**src/rtl/pfd_pkg.sv**
```systemverilog
// Overview of operation
// - swap bit exchanges reference and oscillator inputs
// - swapped inputs reverse the pump direction
// - force-up bit holds up pump on
// - force-down bit holds lower pump on
// - slip guard machine holds pump one way
// - slip guard needs enable and output enable
// - hold polarity until frequency error nears zero
// - three-bit delay sets slip sensitivity
// - two saturation flags show which input leads
// - up code bits 6:0, down 13:7
// - codes independent, 127 steps to 2.54 mA
// - offset magnitude from bits 20:14
// - offset to up bit 21, down bit 22
// - high gain adds fixed 3.5 mA
// - high gain works with zero codes
package pfd_pkg;

  // ---------------------------------------------------------------
  // register map
  // ---------------------------------------------------------------
  localparam logic [6:0] SLIP_ENABLES_ADDR = 7'h01;
  localparam logic [6:0] DET_SWAP_ADDR = 7'h03;
  localparam logic [6:0] PUMP_CFG_ADDR = 7'h04;
  localparam logic [6:0] STATUS_ADDR = 7'h20;
  localparam logic [31:0] SLIP_ENABLES_RST = 32'h0000_0000;
  localparam logic [31:0] DET_SWAP_RST = 32'h0000_0000;
  localparam logic [31:0] PUMP_CFG_RST = 32'h0000_0000;

  // field positions
  localparam int SLIP_EN_BIT = 4;
  localparam int SLIP_OUT_EN_BIT = 13;
  localparam int SWAP_BIT = 4;
  localparam int SLIP_DELAY_LSB = 0;
  localparam int UP_CUR_LSB = 0;
  localparam int LOWER_CUR_LSB = 7;
  localparam int OFFSET_LSB = 14;
  localparam int OFFSET_UP_BIT = 21;
  localparam int OFFSET_LOWER_BIT = 22;
  localparam int HIGH_GAIN_BIT = 23;
  localparam int FORCE_UP_BIT = 26;
  localparam int FORCE_LOWER_BIT = 27;

  // serial frame: one read flag, seven address bits, 32 data bits
  localparam logic [5:0] CMD_BITS = 6'h08;
  localparam logic [5:0] FRAME_BITS = 6'h28;

  // pump current scale in microamps
  localparam logic [13:0] PUMP_STEP_UA = 14'h0014;
  localparam logic [13:0] HIGH_GAIN_UA = 14'h0DAC;

  typedef enum logic [1:0] {
    GUARD_WATCH = 2'b00,
    GUARD_HOLD_UP = 2'b01,
    GUARD_HOLD_LOWER = 2'b10
  } guard_state_e;

  // total current one pump side delivers for a given setting
  function automatic logic [13:0] pump_drive_ua(input logic [6:0] code, input logic [6:0] offs,
                                                input logic add_offs, input logic high_gain);
    logic [13:0] sum;
    sum = 14'(code) * PUMP_STEP_UA;
    if (add_offs) begin
      sum = sum + 14'(offs) * PUMP_STEP_UA;
    end
    if (high_gain) begin
      sum = sum + HIGH_GAIN_UA;
    end
    return sum;
  endfunction : pump_drive_ua

endpackage : pfd_pkg

```
**src/rtl/pump_ctrl_if.sv**
```systemverilog
`timescale 1ns/100ps
interface pump_ctrl_if;
  import pfd_pkg::*;
  logic ref_edge;
  logic osc_edge;
  logic swap;
  logic det_up;
  logic det_lower;
  logic guard_en;
  logic [2:0] slip_delay;
  logic hold_up;
  logic hold_lower;
  guard_state_e guard_state;
  modport ctrl(output ref_edge, osc_edge, swap, guard_en, slip_delay,
               input det_up, det_lower, hold_up, hold_lower, guard_state);
  modport core(input ref_edge, osc_edge, swap, output det_up, det_lower);
  modport guard(input ref_edge, osc_edge, swap, det_up, det_lower, guard_en, slip_delay,
                output hold_up, hold_lower, guard_state);
endinterface : pump_ctrl_if

```
**src/rtl/phase_comparator_core.sv**
```systemverilog
`timescale 1ns/100ps
module phase_comparator_core
  import pfd_pkg::*;
(
  // clock and reset
  input wire logic i_clk,
  input wire logic i_rst,
  // detector side of the control bundle
  pump_ctrl_if.core pc
);

  logic up_q, up_d, lower_q, lower_d;
  logic a_edge, b_edge;

  // swap exchanges which input drives the up side, reversing gain
  assign a_edge = pc.swap ? pc.osc_edge : pc.ref_edge;
  assign b_edge = pc.swap ? pc.ref_edge : pc.osc_edge;
  // edges set their side; both high resets the pair
  assign up_d = (up_q | a_edge) & ~(up_q & lower_q);
  assign lower_d = (lower_q | b_edge) & ~(up_q & lower_q);

  // detector flops
  always_ff @(posedge i_clk or posedge i_rst) begin
    if (i_rst) begin
      up_q <= 1'b0;
      lower_q <= 1'b0;
    end else begin
      up_q <= up_d;
      lower_q <= lower_d;
    end
  end

  assign pc.det_up = up_q;
  assign pc.det_lower = lower_q;

endmodule : phase_comparator_core

```
**src/rtl/slip_guard.sv**
```systemverilog
`timescale 1ns/100ps
module slip_guard
  import pfd_pkg::*;
(
  // clock and reset
  input wire logic i_clk,
  input wire logic i_rst,
  // guard side of the control bundle
  pump_ctrl_if.guard pg
);

  guard_state_e state_q, state_d;
  logic [2:0] cnt_q, cnt_d, cnt_cur;
  logic dir_q, dir_d;
  logic a_edge, b_edge, up_slip, lower_slip, slip, trigger;

  // a slip is a second edge on a side that is already pending
  assign a_edge = pg.swap ? pg.osc_edge : pg.ref_edge;
  assign b_edge = pg.swap ? pg.ref_edge : pg.osc_edge;
  assign up_slip = a_edge & pg.det_up & ~pg.det_lower;
  assign lower_slip = b_edge & pg.det_lower & ~pg.det_up;
  assign slip = up_slip | lower_slip;
  // delay field sets how many same-way slips arm a hold
  assign cnt_cur = (up_slip == dir_q) ? cnt_q : 3'h0;
  assign trigger = slip & (cnt_cur == pg.slip_delay);
  assign cnt_d = trigger ? 3'h0 : (slip ? cnt_cur + 3'h1 : cnt_q);
  assign dir_d = slip ? up_slip : dir_q;

  // hold until the error flips sign, i.e. frequency near zero
  always_comb begin
    state_d = state_q;
    unique case (state_q)
      GUARD_WATCH: begin
        if (trigger) begin
          state_d = up_slip ? GUARD_HOLD_UP : GUARD_HOLD_LOWER;
        end
      end
      GUARD_HOLD_UP: begin
        if (b_edge & pg.det_lower & ~pg.det_up) begin
          state_d = GUARD_WATCH;
        end
      end
      GUARD_HOLD_LOWER: begin
        if (up_slip) begin
          state_d = GUARD_WATCH;
        end
      end
      default: state_d = GUARD_WATCH;
    endcase
    if (!pg.guard_en) begin
      state_d = GUARD_WATCH;
    end
  end

  // state, run counter and direction
  always_ff @(posedge i_clk or posedge i_rst) begin
    if (i_rst) begin
      state_q <= GUARD_WATCH;
      cnt_q <= 3'h0;
      dir_q <= 1'b0;
    end else begin
      state_q <= state_d;
      cnt_q <= pg.guard_en ? cnt_d : 3'h0;
      dir_q <= dir_d;
    end
  end

  assign pg.hold_up = (state_q == GUARD_HOLD_UP);
  assign pg.hold_lower = (state_q == GUARD_HOLD_LOWER);
  assign pg.guard_state = state_q;

endmodule : slip_guard

```
**src/rtl/pfd_pump_top.sv**
```systemverilog
`timescale 1ns/100ps
module pfd_pump_top
  import pfd_pkg::*;
(
  // clock and reset
  input wire logic I_CLK_SYS,
  input wire logic I_SYS_RST,
  // detector inputs
  input wire logic I_REF_EDGE,
  input wire logic I_OSC_EDGE,
  // serial configuration port
  input wire logic I_SPI_CLK,
  input wire logic I_SPI_SEL_N,
  input wire logic I_SPI_DATA,
  output logic O_SPI_DATA,
  // pump drive
  output logic O_PUMP_UP,
  output logic O_PUMP_LOWER,
  // pump current settings
  output logic [6:0] O_UP_CURRENT,
  output logic [6:0] O_LOWER_CURRENT,
  output logic [6:0] O_OFFSET_CURRENT,
  output logic O_OFFSET_TO_UP,
  output logic O_OFFSET_TO_LOWER,
  output logic O_HIGH_GAIN_PUMP,
  output logic [13:0] O_UP_DRIVE_UA,
  output logic [13:0] O_LOWER_DRIVE_UA,
  // saturation flags to the companion divider
  output logic O_UP_SATURATION_FLAG,
  output logic O_DOWN_SATURATION_FLAG
);

  // ---------------------------------------------------------------
  // input synchronisers
  // ---------------------------------------------------------------
  localparam int N_SYNC = 5;
  logic [N_SYNC-1:0] pin_raw;
  logic [N_SYNC-1:0] sync1_q, sync2_q, sync3_q, lvl_q, prev_q;

  assign pin_raw = {I_SPI_DATA, I_SPI_SEL_N, I_SPI_CLK, I_OSC_EDGE, I_REF_EDGE};

  // a level only moves once stages two and three agree
  generate
    for (genvar g = 0; g < N_SYNC; g++) begin : g_sync
      always_ff @(posedge I_CLK_SYS or posedge I_SYS_RST) begin
        if (I_SYS_RST) begin
          // every stage starts at the pin's idle level, so no false select edge follows reset
          sync1_q[g] <= (g == 3);
          sync2_q[g] <= (g == 3);
          sync3_q[g] <= (g == 3);
          lvl_q[g] <= (g == 3);
          prev_q[g] <= (g == 3);
        end else begin
          sync1_q[g] <= pin_raw[g];
          sync2_q[g] <= sync1_q[g];
          sync3_q[g] <= sync2_q[g];
          if (sync2_q[g] == sync3_q[g]) begin
            lvl_q[g] <= sync3_q[g];
          end
          prev_q[g] <= lvl_q[g];
        end
      end
    end
  endgenerate

  logic ref_rise, osc_rise, sclk_rise, sel_act, frame_end, sdi_lvl;

  // edge pulses, one cycle each; select and data stay as levels
  assign ref_rise = lvl_q[0] & ~prev_q[0];
  assign osc_rise = lvl_q[1] & ~prev_q[1];
  assign sclk_rise = lvl_q[2] & ~prev_q[2];
  assign sel_act = ~lvl_q[3];
  assign frame_end = lvl_q[3] & ~prev_q[3];
  assign sdi_lvl = lvl_q[4];

  // ---------------------------------------------------------------
  // serial configuration port
  // ---------------------------------------------------------------
  logic [5:0] bit_cnt_q;
  logic [39:0] shift_in_q;
  logic [31:0] shift_out_q;
  logic spi_do_q;
  logic [6:0] rd_addr;
  logic [6:0] wr_addr;
  logic [31:0] wr_data;
  logic [31:0] rd_word;
  logic [31:0] status_word;
  logic wr_commit;
  logic addr_done;

  // the address is complete on the eighth clock of the frame
  assign addr_done = sclk_rise & sel_act & (bit_cnt_q == CMD_BITS - 6'h01);
  assign rd_addr = {shift_in_q[5:0], sdi_lvl};
  assign wr_addr = shift_in_q[38:32];
  assign wr_data = shift_in_q[31:0];
  // short or long frames are dropped so half a word never lands
  assign wr_commit = frame_end & (bit_cnt_q == FRAME_BITS) & ~shift_in_q[39];

  // shift register and bit counter
  always_ff @(posedge I_CLK_SYS or posedge I_SYS_RST) begin
    if (I_SYS_RST) begin
      bit_cnt_q <= 6'h00;
      shift_in_q <= 40'h00_0000_0000;
    end else if (!sel_act) begin
      bit_cnt_q <= frame_end ? bit_cnt_q : 6'h00;
    end else if (sclk_rise) begin
      shift_in_q <= {shift_in_q[38:0], sdi_lvl};
      bit_cnt_q <= (bit_cnt_q == 6'h3F) ? bit_cnt_q : bit_cnt_q + 6'h01;
    end
  end

  // read data loads after the address, then shifts out msb first
  always_ff @(posedge I_CLK_SYS or posedge I_SYS_RST) begin
    if (I_SYS_RST) begin
      shift_out_q <= 32'h0000_0000;
      spi_do_q <= 1'b0;
    end else begin
      if (addr_done) begin
        shift_out_q <= rd_word;
      end else if (sclk_rise & sel_act) begin
        shift_out_q <= {shift_out_q[30:0], 1'b0};
      end
      spi_do_q <= sel_act & shift_out_q[31];
    end
  end

  // ---------------------------------------------------------------
  // configuration registers
  // ---------------------------------------------------------------
  logic [31:0] slip_en_q;
  logic [31:0] swap_cfg_q;
  logic [31:0] pump_cfg_q;

  // writes to unmapped or read-only addresses are ignored
  always_ff @(posedge I_CLK_SYS or posedge I_SYS_RST) begin
    if (I_SYS_RST) begin
      slip_en_q <= SLIP_ENABLES_RST;
      swap_cfg_q <= DET_SWAP_RST;
      pump_cfg_q <= PUMP_CFG_RST;
    end else if (wr_commit) begin
      if (wr_addr == SLIP_ENABLES_ADDR) begin
        slip_en_q <= wr_data;
      end
      if (wr_addr == DET_SWAP_ADDR) begin
        swap_cfg_q <= wr_data;
      end
      if (wr_addr == PUMP_CFG_ADDR) begin
        pump_cfg_q <= wr_data;
      end
    end
  end

  // read mux; unmapped addresses read zero
  assign rd_word = (rd_addr == SLIP_ENABLES_ADDR) ? slip_en_q :
                   (rd_addr == DET_SWAP_ADDR) ? swap_cfg_q :
                   (rd_addr == PUMP_CFG_ADDR) ? pump_cfg_q :
                   (rd_addr == STATUS_ADDR) ? status_word : 32'h0000_0000;

  // ---------------------------------------------------------------
  // field decode
  // ---------------------------------------------------------------
  logic guard_out_en, force_up, force_lower, offs_up, offs_lower, high_gain;
  logic [6:0] up_code, lower_code, offs_code;

  assign guard_out_en = slip_en_q[SLIP_OUT_EN_BIT];
  assign force_up = pump_cfg_q[FORCE_UP_BIT];
  assign force_lower = pump_cfg_q[FORCE_LOWER_BIT];
  assign up_code = pump_cfg_q[UP_CUR_LSB +: 7];
  assign lower_code = pump_cfg_q[LOWER_CUR_LSB +: 7];
  assign offs_code = pump_cfg_q[OFFSET_LSB +: 7];
  assign offs_up = pump_cfg_q[OFFSET_UP_BIT];
  assign offs_lower = pump_cfg_q[OFFSET_LOWER_BIT];
  assign high_gain = pump_cfg_q[HIGH_GAIN_BIT];

  // ---------------------------------------------------------------
  // detector and slip guard
  // ---------------------------------------------------------------
  pump_ctrl_if pc_bus();

  assign pc_bus.ref_edge = ref_rise;
  assign pc_bus.osc_edge = osc_rise;
  assign pc_bus.swap = swap_cfg_q[SWAP_BIT];
  // the guard runs only with both enables set
  assign pc_bus.guard_en = slip_en_q[SLIP_EN_BIT] & guard_out_en;
  assign pc_bus.slip_delay = swap_cfg_q[SLIP_DELAY_LSB +: 3];

  phase_comparator_core u_core (
    .i_clk(I_CLK_SYS),
    .i_rst(I_SYS_RST),
    .pc(pc_bus.core)
  );

  slip_guard u_guard (
    .i_clk(I_CLK_SYS),
    .i_rst(I_SYS_RST),
    .pg(pc_bus.guard)
  );

  // ---------------------------------------------------------------
  // outputs
  // ---------------------------------------------------------------
  logic pump_up_q, pump_lower_q, up_sat_q, dn_sat_q;
  logic [6:0] up_cur_q, lower_cur_q, offs_cur_q;
  logic offs_up_q, offs_lower_q, high_gain_q;
  logic [13:0] up_ua_q, lower_ua_q;
  logic ref_leads, osc_leads;
  logic pump_up_d, pump_lower_d;

  // saturation flags name the physical input, so undo the swap
  assign ref_leads = pc_bus.swap ? pc_bus.det_lower : pc_bus.det_up;
  assign osc_leads = pc_bus.swap ? pc_bus.det_up : pc_bus.det_lower;
  // forcing wins over the detector; both sides may be forced at once
  assign pump_up_d = force_up | pc_bus.hold_up | pc_bus.det_up;
  assign pump_lower_d = force_lower | pc_bus.hold_lower | pc_bus.det_lower;

  // every output leaves through a flop
  always_ff @(posedge I_CLK_SYS or posedge I_SYS_RST) begin
    if (I_SYS_RST) begin
      pump_up_q <= 1'b0;
      pump_lower_q <= 1'b0;
      up_sat_q <= 1'b0;
      dn_sat_q <= 1'b0;
      up_cur_q <= 7'h00;
      lower_cur_q <= 7'h00;
      offs_cur_q <= 7'h00;
      offs_up_q <= 1'b0;
      offs_lower_q <= 1'b0;
      high_gain_q <= 1'b0;
      up_ua_q <= 14'h0000;
      lower_ua_q <= 14'h0000;
    end else begin
      pump_up_q <= pump_up_d;
      pump_lower_q <= pump_lower_d;
      up_sat_q <= guard_out_en & ref_leads;
      dn_sat_q <= guard_out_en & osc_leads;
      up_cur_q <= up_code;
      lower_cur_q <= lower_code;
      offs_cur_q <= offs_code;
      offs_up_q <= offs_up;
      offs_lower_q <= offs_lower;
      high_gain_q <= high_gain;
      up_ua_q <= pump_drive_ua(up_code, offs_code, offs_up, high_gain);
      lower_ua_q <= pump_drive_ua(lower_code, offs_code, offs_lower, high_gain);
    end
  end

  // live state for software
  assign status_word = {24'h00_0000, 2'b00, pc_bus.guard_state, pc_bus.det_up, pc_bus.det_lower,
                        up_sat_q, dn_sat_q};

  assign O_SPI_DATA = spi_do_q;
  assign O_PUMP_UP = pump_up_q;
  assign O_PUMP_LOWER = pump_lower_q;
  assign O_UP_CURRENT = up_cur_q;
  assign O_LOWER_CURRENT = lower_cur_q;
  assign O_OFFSET_CURRENT = offs_cur_q;
  assign O_OFFSET_TO_UP = offs_up_q;
  assign O_OFFSET_TO_LOWER = offs_lower_q;
  assign O_HIGH_GAIN_PUMP = high_gain_q;
  assign O_UP_DRIVE_UA = up_ua_q;
  assign O_LOWER_DRIVE_UA = lower_ua_q;
  assign O_UP_SATURATION_FLAG = up_sat_q;
  assign O_DOWN_SATURATION_FLAG = dn_sat_q;

  // ---------------------------------------------------------------
  // assertions
  // ---------------------------------------------------------------
  a_swap_reverses_gain: assert property (@(posedge I_CLK_SYS) disable iff (I_SYS_RST)
    pc_bus.swap && osc_rise && !ref_rise && !pc_bus.det_up && !pc_bus.det_lower |=> pc_bus.det_up && !pc_bus.det_lower)
    else $error("swapped oscillator edge did not raise up side");

  a_detector_pair_reset: assert property (@(posedge I_CLK_SYS) disable iff (I_SYS_RST)
    pc_bus.det_up && pc_bus.det_lower |=> !pc_bus.det_up && !pc_bus.det_lower)
    else $error("detector pair did not clear");

  a_force_up_holds: assert property (@(posedge I_CLK_SYS) disable iff (I_SYS_RST)
    pump_cfg_q[FORCE_UP_BIT] [*2] |-> O_PUMP_UP)
    else $error("forced up pump not active");

  a_force_lower_holds: assert property (@(posedge I_CLK_SYS) disable iff (I_SYS_RST)
    pump_cfg_q[FORCE_LOWER_BIT] |=> O_PUMP_LOWER || !$past(force_lower))
    else $error("forced lower pump not active");

  a_guard_hold_drives: assert property (@(posedge I_CLK_SYS) disable iff (I_SYS_RST)
    pc_bus.hold_lower |=> O_PUMP_LOWER)
    else $error("slip hold did not drive lower pump");

  a_guard_needs_enables: assert property (@(posedge I_CLK_SYS) disable iff (I_SYS_RST)
    !pc_bus.guard_en |=> !pc_bus.hold_up && !pc_bus.hold_lower)
    else $error("slip hold without both enables");

  a_up_code_routed: assert property (@(posedge I_CLK_SYS) disable iff (I_SYS_RST)
    ##1 O_UP_CURRENT == $past(pump_cfg_q[6:0]) && O_LOWER_CURRENT == $past(pump_cfg_q[13:7]))
    else $error("pump current code misrouted");

  a_offset_to_up: assert property (@(posedge I_CLK_SYS) disable iff (I_SYS_RST)
    pump_cfg_q[OFFSET_UP_BIT] && !pump_cfg_q[HIGH_GAIN_BIT] |=>
      O_UP_DRIVE_UA == 14'($past(up_code)) * PUMP_STEP_UA + 14'($past(offs_code)) * PUMP_STEP_UA)
    else $error("offset not added to up pump");

  a_high_gain_alone: assert property (@(posedge I_CLK_SYS) disable iff (I_SYS_RST)
    high_gain && up_code == 7'h00 && !offs_up |=> O_UP_DRIVE_UA == HIGH_GAIN_UA && O_HIGH_GAIN_PUMP)
    else $error("high gain current wrong with zero code");

  a_sat_follows_lead: assert property (@(posedge I_CLK_SYS) disable iff (I_SYS_RST)
    guard_out_en && ref_leads |=> O_UP_SATURATION_FLAG ##1
      (O_DOWN_SATURATION_FLAG || !$past(osc_leads) || !$past(guard_out_en)))
    else $error("saturation flag does not follow lead");

endmodule : pfd_pump_top

```
**config.mk**
```make
export PLATFORM = sky130hd
export DESIGN_NAME = pfd_pump_top
export DESIGN_NICKNAME = d
export VERILOG_FILES = /design/src/rtl/pfd_pkg.sv /design/src/rtl/pump_ctrl_if.sv /design/src/rtl/phase_comparator_core.sv /design/src/rtl/slip_guard.sv /design/src/rtl/pfd_pump_top.sv
export SDC_FILE = /design/constraint.sdc
export NUM_CORES = 1
export LEC_CHECK = 0
export ABC_AREA = 1
export BUFFER_PORTS_ARGS = -buffer_cell sky130_fd_sc_hd__buf_4
export CAP_MARGIN = 15
export CORE_MARGIN = 4
export CORE_UTILIZATION = 45
export DETAILED_ROUTE_END_ITERATION = 8
export SLEW_MARGIN = 20
export SYNTH_ARGS = -nofsm -noshare
export SYNTH_HDL_FRONTEND = slang
export SYNTH_SLANG_ARGS = --single-unit
```
**constraint.sdc**
```tcl
create_clock -name I_CLK_SYS -period 7.45 [get_ports I_CLK_SYS]
set_clock_uncertainty 0.15 [all_clocks]
set_input_delay 0.745 -clock I_CLK_SYS [delete_from_list [all_inputs] [get_ports I_CLK_SYS]]
set_output_delay 0.745 -clock I_CLK_SYS [all_outputs]
set_load 0.05 [all_outputs]
```
# Word-level counts from Yosys, hierarchy flattened
# Cells that the tools add are included.
# Widths: inputs -> output; s select.
# op_classes
eq_ne,25
n_mux,28
add_sub_neg,6
multipliers,3
n_lt_le_gt_ge,0
bitwise_logic,36
shifts,0
reduce_logical,9
n_div,0
# op_table
cell,count
$mux 32,5
$mul 7x3->10 const B,3
$mux 6,5
$add 14x12->14 const B,2
$mux 14,2
$add 12x12->13,2
$mux 13,2
$and 1x1->1,20
$eq 7x1->1 const B,2
$eq 7x2->1 const B,2
$eq 7x3->1 const B,2
$eq 6x6->1 const B,2
$mux 3,4
$mux 2,5
$ne 3x3->1 const B,3
$not 1->1,9
$reduce_and 2->1,4
$eq 7x6->1 const B,1
$or 1x1->1,7
$add 6x1->6 const B,1
$eq 1x1->1,6
$eq 6x3->1 const B,1
$pmux 2 s3,1
$reduce_and 3->1,2
other kinds (9),14
# word_totals
latchBits,0
romBits,0
inputBits,7
ramBits,0
output_inout_bits,57
reg_bits,263
n_memories,0

# Depth between registers and ports, before layout
# Gate-level depths: netlist (run 1).
# logic_depth
ltp_word,12
mapped_depth,23
ltp_nobuf,23

# Modules after synthesis
# Synthesis (run 1) repeated with hierarchy kept, for this count alone.
# unflattened
cells_unflattened,1397
hier_area_um2,12418.2
# modules_own_cells
module,n_inst,area_each_um2,cells_each
pfd_pump_top,1,11748.8,1297
slip_guard,1,556.8,82
phase_comparator_core,1,112.6,18

# Worst setup path after synthesis (run 1)
# OpenSTA, ideal clock, no wires.
# synth_path
kind,register to register
startpoint,register pump_cfg_q[8]
endpoint,"register lower_ua_q[12], in the netlist O_LOWER_DRIVE_UA[12]"
n_path_buf,0
required_ps,7183
setup_time_ps,117
period_less_slack_ps,3298
stages_incl_launch_ff,20
arrival_ps,3031
setup_slack_ps,4152
cell_sequence,dfrtp_1 -> ha_1 -> ha_1 -> fa_1 -> a21oi_1 -> o21ai_0 -> xnor2_1 -> inv_1 -> ha_1 -> a21o_1 -> a21oi_1 -> inv_1 -> nand2_1 -> nand2_1 -> o21ai_1 -> nor2_1 -> nand2_1 -> nand2_1 -> nand2_1 -> nand2_1
# synth_via
elab_chain_cells,5
# synth_rtl
element,line,rtl
"start, declared",pfd_pump_top.sv:132,logic [31:0] pump_cfg_q;
"start signal, assigned",pfd_pump_top.sv:148,pump_cfg_q <= wr_data;
$mul 7x3->10 *,pfd_pkg.sv:62,sum = 14'(code) * PUMP_STEP_UA;
$add 12x12->13,pfd_pkg.sv:64,sum = sum + 14'(offs) * PUMP_STEP_UA;
$mux 13 *,pfd_pkg.sv:63,if (add_offs) begin
$add 14x12->14,pfd_pkg.sv:67,sum = sum + HIGH_GAIN_UA;
$mux 14 *,pfd_pkg.sv:66,if (high_gain) begin
"end signal, assigned",pfd_pump_top.sv:243,"lower_ua_q <= pump_drive_ua(lower_code, offs_code, offs_lower, high_gain);"
"end, declared",pfd_pump_top.sv:205,"logic [13:0] up_ua_q, lower_ua_q;"
# Mark *: on every way between the ends. The rest lies on a longest branch, timed or not.
# A chain may end at the register's enable or synchronous reset.

# Worst setup path after layout (run 1)
# layout_path
startpoint,register pump_cfg_q[15]
endpoint,"register lower_ua_q[12], in the netlist O_LOWER_DRIVE_UA[12]"
# layout_via
elab_chain_cells,5
# layout_rtl
element,line
$mul 7x3->10 *,pfd_pkg.sv:64
$add 12x12->13 *,pfd_pkg.sv:64
$mux 13 *,pfd_pkg.sv:63
$add 14x12->14,pfd_pkg.sv:67
$mux 14 *,pfd_pkg.sv:66
# Marks and branches as above.

==> impl_results.md, run 1 <==
- Clock tree from TritonCTS: built
- Pint: 2590 uW
- Tightest Pin Transition: 0.983 ns
- DR WL/cell: 15.8 um
- FF+latch area: 6490 um2
- Final Slew Violations: 0
- WP data arrival: 3.89 ns
- Largest net degree at the start of global routing: 162
- Total die area: 29600 um2
- Crit-path cells: ha_1, ha_1, fa_1, xor2_1, ha_1, nand2_1, inv_1, nand4_1, o211ai_1, a21oi_1, inv_1, nand2_1, nand2_1, o21ai_1, nor2_1, nand2_1, nand2_1, nand2_1, nand2_1
- Worst-case reg-to-reg path depth: 19
- Final instance area: 13900 um2
- Slowest-stage cell, CP: dfrtp_1
- Clk buf depth: 3
- CTS buffer count: 28
- Tcrit/Tclk final: 48.4%
- FF-to-FF End: O_LOWER_DRIVE_UA[12]
- Synth unique cells: 45
- Final Non-Filler Cells: 1759
- Placed Cells: 1706
- HPWL Detailed: 17800 um
- Clock Sinks: 259
- Worst Setup Start Kind: flop
- Cts repair resizes: 0
- Rel. slew slack: 34.3%
- # setup viols final: 0
- Clk_lat worst skew: 0.56 ns
- Detailed router's first-iteration violation count: 631
- Top Ports: 64
- Most common cell on crit path: nand2_1
- Sequential power share: 45.0%
- Via-to-Cell Ratio: 5.23
- GRT Residual Overflow: 0
- Util after Layout: 53.1%
- Die Span Y: 172 um
- Syn Inst Count: 1353
- Max-cap viol count: 0
- Layout net count: 1468
- Setup TNS: 0 ns
- WL final: 27800 um
- Flop-to-flop setup slack: 3.85 ns
- Crit end category: flop
- DRC Markers: 0
- Avg Inst Size Synth: 8.97 um2
- Router iterations before antenna repair: 5
- Setup ws final: 3.85 ns
- PwrDens: 256 nW/um2
- Post-synth EDFFs: 0
- Tmin final: 3.60 ns
- Sw Ratio: 27.4%
- Gate power share: 13.0%
- Core Box Area: 26300 um2
- Total leakage power: 0.00666 uW
- Yosys warning count: 0
- Multi-input logic area: 4890 um2
- Tot GR Track Use: 19.3%
- Most used DFF post-synth: dfrtp_1
- H-tree Lvls: 1
- # diodes: 0
- Slowest cell delay on critical path: 0.50 ns
- RSZ-0062 raised after global routing: no
- CTS root buffer: clkbuf_16
- Area after DPL: 12900 um2
- Outcome: finished, final reports clean
- FMAX: 0.277 GHz
- Post-CTS Setup Inserts: 0
- Switch Pwr: 978 uW
- Crit Path Class: flop to flop
- Ys async rst share: 100%
- Hold crit path type: input pin to async pin
- Reg clk slew, reported paths: 0.06 ns
- Initial core utilization: 46.2%
- Clock network fraction of total power: 42.0%
- Mapped Area: 12100 um2
- PortBufs: 59
- Fin. Hold Viols: 0
- Pre-CTS WS: 3.83 ns
- Cts hold-fix bufs: 0
- Vias in the first global route: 8989
- Sequential share of the synthesized area: 53.5%
- # fillers: 2430
- Seq cells post-synth: 259
- DR vias: 9194
- Reg-to-Reg Start: pump_cfg_q[15]
- Worst Path Required: 7.73 ns
- CP Max Fanout: 8
- Initial antenna violation count: 0
- Final GP Congestion: 0.882
- Layout Area Growth over Synthesis: 14.9%
- Peak supply drop: 0.136 mV
- Layout cells sized above 1: 10.7%
- First-pass GRT wire length: 46300 um
- Die Wd: 172 um
- Antenna-violating nets left: 0
- Rows: 59
[worst max-delay path, delay by kind of cell (launching register included)]
kind,cells,cell delay [ns]
adder cells (fa/ha/maj),4,1.34
AND/OR/NAND/NOR,9,0.58
AO/OA/AOI/OAI,3,0.52
flip-flops,1,0.50
XOR/XNOR,1,0.28
buffers and inverters,2,0.12
[cell usage in the layout (no fill, tap or decap), drive strengths merged, types with 3 or more instances in the layout]
master,instances
clkinv,5
ha,54
o211ai,3
nand3,76
nor2,38
buf,73
nor4,3
or2,3
o21ai,177
clkbuf,43
maj3,5
fa,5
dfstp,5
o22ai,35
nor3,8
nand4,10
a41oi,26
inv,141
bufinv,4
conb,4
a21oi,44
dfrtp,254
a31oi,5
xnor2,15
nand2,366
xor2,12
[layer usage]
layer  global-route usage [%]  vias up  share of wire, %
met1                     27.9     4360                48
met5                        0        -                 0
met2                     30.7      198                45
met4                     4.85        0               1.9
li1                         -     4596                 -
met3                     3.18       40               5.2
[sequential cells by signal, summed over array words and instances, names as in the netlist, 2 cells and up]
| register | count |
|---|---|
| O_LOWER_CURRENT | 7 |
| O_LOWER_DRIVE_UA | 12 |
| sync1_q | 5 |
| sync3_q | 5 |
| pump_cfg_q | 32 |
| swap_cfg_q | 32 |
| shift_in_q | 40 |
| u_guard.cnt_q | 3 |
| lvl_q | 4 |
| slip_en_q | 32 |
| u_guard.pg.guard_state | 2 |
| shift_out_q | 32 |
| O_UP_CURRENT | 7 |
| bit_cnt_q | 6 |
| sync2_q | 5 |
| prev_q | 4 |
| O_OFFSET_CURRENT | 7 |
| O_UP_DRIVE_UA | 12 |
[final cells by class]
| class | count | share of cell area (%) |
|---|---|---|
| tap | 335 | 3.01 |
| sequential | 259 | 46.5 |
| timing repair buffer | 73 | 4.11 |
| inverter | 142 | 3.85 |
| clock inverter | 9 | 1.25 |
| clock buffer | 43 | 6.15 |
| multi-input combinational | 898 | 35.1 |
[worst max path at each step]
| stage | from | depth (start not counted) | end | slack [ns] |
|---|---|---|---|---|
| final | pump_cfg_q[15] | 19 | O_LOWER_DRIVE_UA[12] | 3.85 |
| after global routing | pump_cfg_q[15] | 17 | O_LOWER_DRIVE_UA[12] | 3.49 |
| after CTS | pump_cfg_q[15] | 19 | O_LOWER_DRIVE_UA[12] | 3.80 |
| after detailed placement | pump_cfg_q[15] | 19 | O_LOWER_DRIVE_UA[12] | 3.83 |
| after global placement | pump_cfg_q[15] | 19 | O_LOWER_DRIVE_UA[12] | 3.91 |
| after floorplan | I_SYS_RST | 1 | O_DOWN_SATURATION_FLAG | 3.15 |
[power by group through the flow]
stage	registers, uW	clock network (uW)	logic (uW)
2_1_floorplan	1620	0	305
3_3_place_gp	1630	0	464
3_5_place_dp	1630	0	467
4_1_cts	1610	1540	470
5_1_grt	1620	1610	516
6_report	1610	1500	465
[cell usage after synthesis (2+ instances only)]
cell type	n	area share, %
nor2_1	38	1.2
nand2_2	5	0.26
nor3_1	6	0.25
o22ai_1	35	1.8
clkbuf_1	35	1.1
a21oi_1	42	1.7
buf_2	14	0.58
inv_1	136	4.2
buf_4	6	0.37
ha_1	54	5.6
o21ai_2	2	0.14
nor3_2	2	0.17
fa_1	5	0.83
a21oi_2	2	0.14
nand3_1	74	3.1
dfstp_2	5	1.1
nand3_2	2	0.17
nand2_1	361	11
xnor2_1	15	1.1
nand4_1	10	0.52
nor4_1	2	0.10
or2_0	2	0.10
xor2_1	12	0.87
maj3_1	5	0.41
a31oi_1	5	0.26
o21ai_0	65	2.7
inv_2	6	0.19
o211ai_1	3	0.19
a41oi_1	26	1.9
buf_1	2	0.062
o21ai_1	109	4.5
dfrtp_1	254	52
[cells by family (layout without fill, tap and decap cells)]
| kind of cell | Yosys count | in the layout | share of synthesized area, % |
|---|---|---|---|
| other | 1 | 4 | 0.0309 |
| multiplexers | 1 | 1 | 0.186 |
| AND/OR/NAND/NOR | 507 | 507 | 17.3 |
| buffers and inverters | 199 | 267 | 6.49 |
| flip-flops | 259 | 259 | 53.5 |
| XOR/XNOR | 27 | 27 | 1.95 |
| adder cells (fa/ha/maj) | 64 | 64 | 6.81 |
| AO/OA/AOI/OAI | 295 | 295 | 13.8 |
[per-stage QoR]
stage          hold WS (ns)  power (uW)
2_1_floorplan         0.181        1930
3_3_place_gp          0.184        2090
3_5_place_dp          0.187        2100
4_1_cts               0.114        3610
5_1_grt              0.0110        3740
6_report             0.0176        3570
(Power assumes the default switching activity.)
==> run 2, diff against run 1 <==
- clock period: 7.45 -> 3.6 ns (I/O delays scaled with it)
==> run 2 against run 1 <==
  * Highest routed layer unchanged
  * Critical path type unchanged
  * Sequential power is 110% higher
  * Fmax is 7.2% higher
  * Routed wire length is 2.1% higher
  * Sequential share of layout area is 0.95 points lower
  * Non-clock buffer count is 29 higher
  * Utilization is 1.1 points higher
==> impl_results.md, run 2 (same netlist as run 1, synthesis figures left out) <==
- Commonest non-fill, non-tap cells in the layout: 355 x nand2_1, 251 x dfrtp_1, 135 x inv_1, 107 x o21ai_1, 94 x buf_4
- FMAX: 0.297 GHz
- Pre-CTS WS: 0.0631 ns
- Max-cap viol count: 0
- Core Box Area: 26300 um2
- CP Max Fanout: 4
- CTS root buffer: clkbuf_16
- Die Wd: 172 um
- Reg clk slew, reported paths: 0.06 ns
- Router iterations before antenna repair: 5
- Crit end category: flop
- Clk buf depth: 3
- Layout net count: 1497
- # setup viols final: 0
- WL final: 28300 um
- Layout cells sized above 1: 14.0%
- DR WL/cell: 15.9 um
- Via-to-Cell Ratio: 5.30
- Util after Layout: 54.2%
- PwrDens: 500 nW/um2
- Outcome: finished, final reports clean
- Largest register FFs: 40
- Clk_lat worst skew: 0.54 ns
- Tightest Pin Transition: 0.754 ns
- CTS buffer count: 28
- Worst Path Required: 3.88 ns
- Final instance area: 14200 um2
- Largest net degree at the start of global routing: 111
- Tmin final: 3.36 ns
- PortBufs: 59
- Total die area: 29600 um2
- Rel. slew slack: 49.6%
- Crit-path cells: ha_1, ha_1, fa_2, buf_4, nand2_1, nand2_1, nand3_1, nand2_1, inv_2, ha_4, a21o_1, a21oi_1, inv_1, nand2_1, nand2_1, o21ai_2, nor2_1, nand2_1, nand2_1, nand2_1, nand2_1
- Slowest-stage cell, CP: fa_2
- Flop-to-flop setup slack: 0.24 ns
- CP delay by family, top: adder cells
- Crit Path Class: flop to flop
- Slowest cell delay on critical path: 0.43 ns
- DRC Markers: 0
- RSZ-0062 raised after global routing: yes
- DR vias: 9472
- Final Slew Violations: 0
- # diodes: 0
- Worst-case reg-to-reg path depth: 21
- Top register by number of flip-flops: shift_in_q
- Peak supply drop: 0.307 mV
- GRT Residual Overflow: 0
- H-tree Lvls: 1
- First-pass GRT wire length: 46300 um
- Detailed router's first-iteration violation count: 583
- Most common cell on crit path: nand2_1
- Hold crit path type: input pin to async pin
- FF-to-FF End: O_LOWER_DRIVE_UA[12]
- Reg-to-Reg Start: pump_cfg_q[17]
- Clock tree from TritonCTS: built
- Area after DPL: 13000 um2
- Layout Area Growth over Synthesis: 17.4%
- Fin. Hold Viols: 0
- Levels on crit path: 21
- Setup ws final: 0.237 ns
- HPWL Detailed: 18700 um
- Tcrit/Tclk final: 93.4%
- Crit path buf inv count: 3
- Commonest non-fill, non-tap cell in the layout: nand2_1
- Antenna-violating nets left: 0
- Final Hold Slack: 0.182 ns
- Top Ports: 64
- Die Span Y: 172 um
- Initial core utilization: 46.2%
- Tot GR Track Use: 19.1%
- WP data arrival: 3.64 ns
- Final GP Congestion: 0.854
- Vias in the first global route: 8915
- Clock Sinks: 259
- Worst Setup Start Kind: flop
- Initial antenna violation count: 0
- Rows: 59
- Total leakage power: 0.00673 uW
run 2: area by class of cell:
type                            instances  area (um2)
Tap cell                              335         419
Clock buffer                           43         848
Inverter                              142         537
Timing Repair Buffer                  102         806
Fill cell                            2367       12000
Sequential cell                       259        6490
Multi-Input combinational cell        898        5060
Clock inverter                          8        73.8
run 2: tightest hold or removal path, cell delays in order:
cell and delay [ns]:
dlygate4sd3_1 0.54, buf_4 0.14, clkinvlp_4 0.22
run 2: how the worst max path moves through the flow:
stage / from / end
floorplan: I_SYS_RST / O_DOWN_SATURATION_FLAG
global placement: pump_cfg_q[17] / O_LOWER_DRIVE_UA[12]
detailed placement: pump_cfg_q[17] / O_LOWER_DRIVE_UA[12]
CTS: pump_cfg_q[17] / O_LOWER_DRIVE_UA[12]
global route: pump_cfg_q[9] / O_LOWER_DRIVE_UA[12]
finish: pump_cfg_q[17] / O_LOWER_DRIVE_UA[12]
run 2: per-layer routing:
metal  share of wire, %  vias to the layer above  global-route usage (%)
met3                3.7                       39                    2.24
li1                   -                     4660                       -
met1                 49                     4571                    28.5
met5                  0                        -                       0
met4                2.2                        0                    4.58
met2                 45                      202                    30.2
run 2: stage by stage:
stage	instances	power, uW	setup TNS, ns
3_3_place_gp	1725	4330	0
4_1_cts	1782	7190	0
3_5_place_dp	1725	4330	0
6_report	1787	7130	0
2_1_floorplan	1356	3990	-81.15
5_1_grt	1787	7440	-0.0330
run 2: power breakdown:
group | internal (uW) | switching (uW)
Combinational | 283 | 688
Clock | 1690 | 1140
Sequential | 3160 | 167
Total | 5130 | 2000
run 2: timing repair:
action                                 4_1_cts  5_1_grt
setup buffers                                0        5
setup endpoints to repair                    0       10
hold buffers                                 6        0
endpoints found under the hold margin       20        0
resized for setup                            0       32
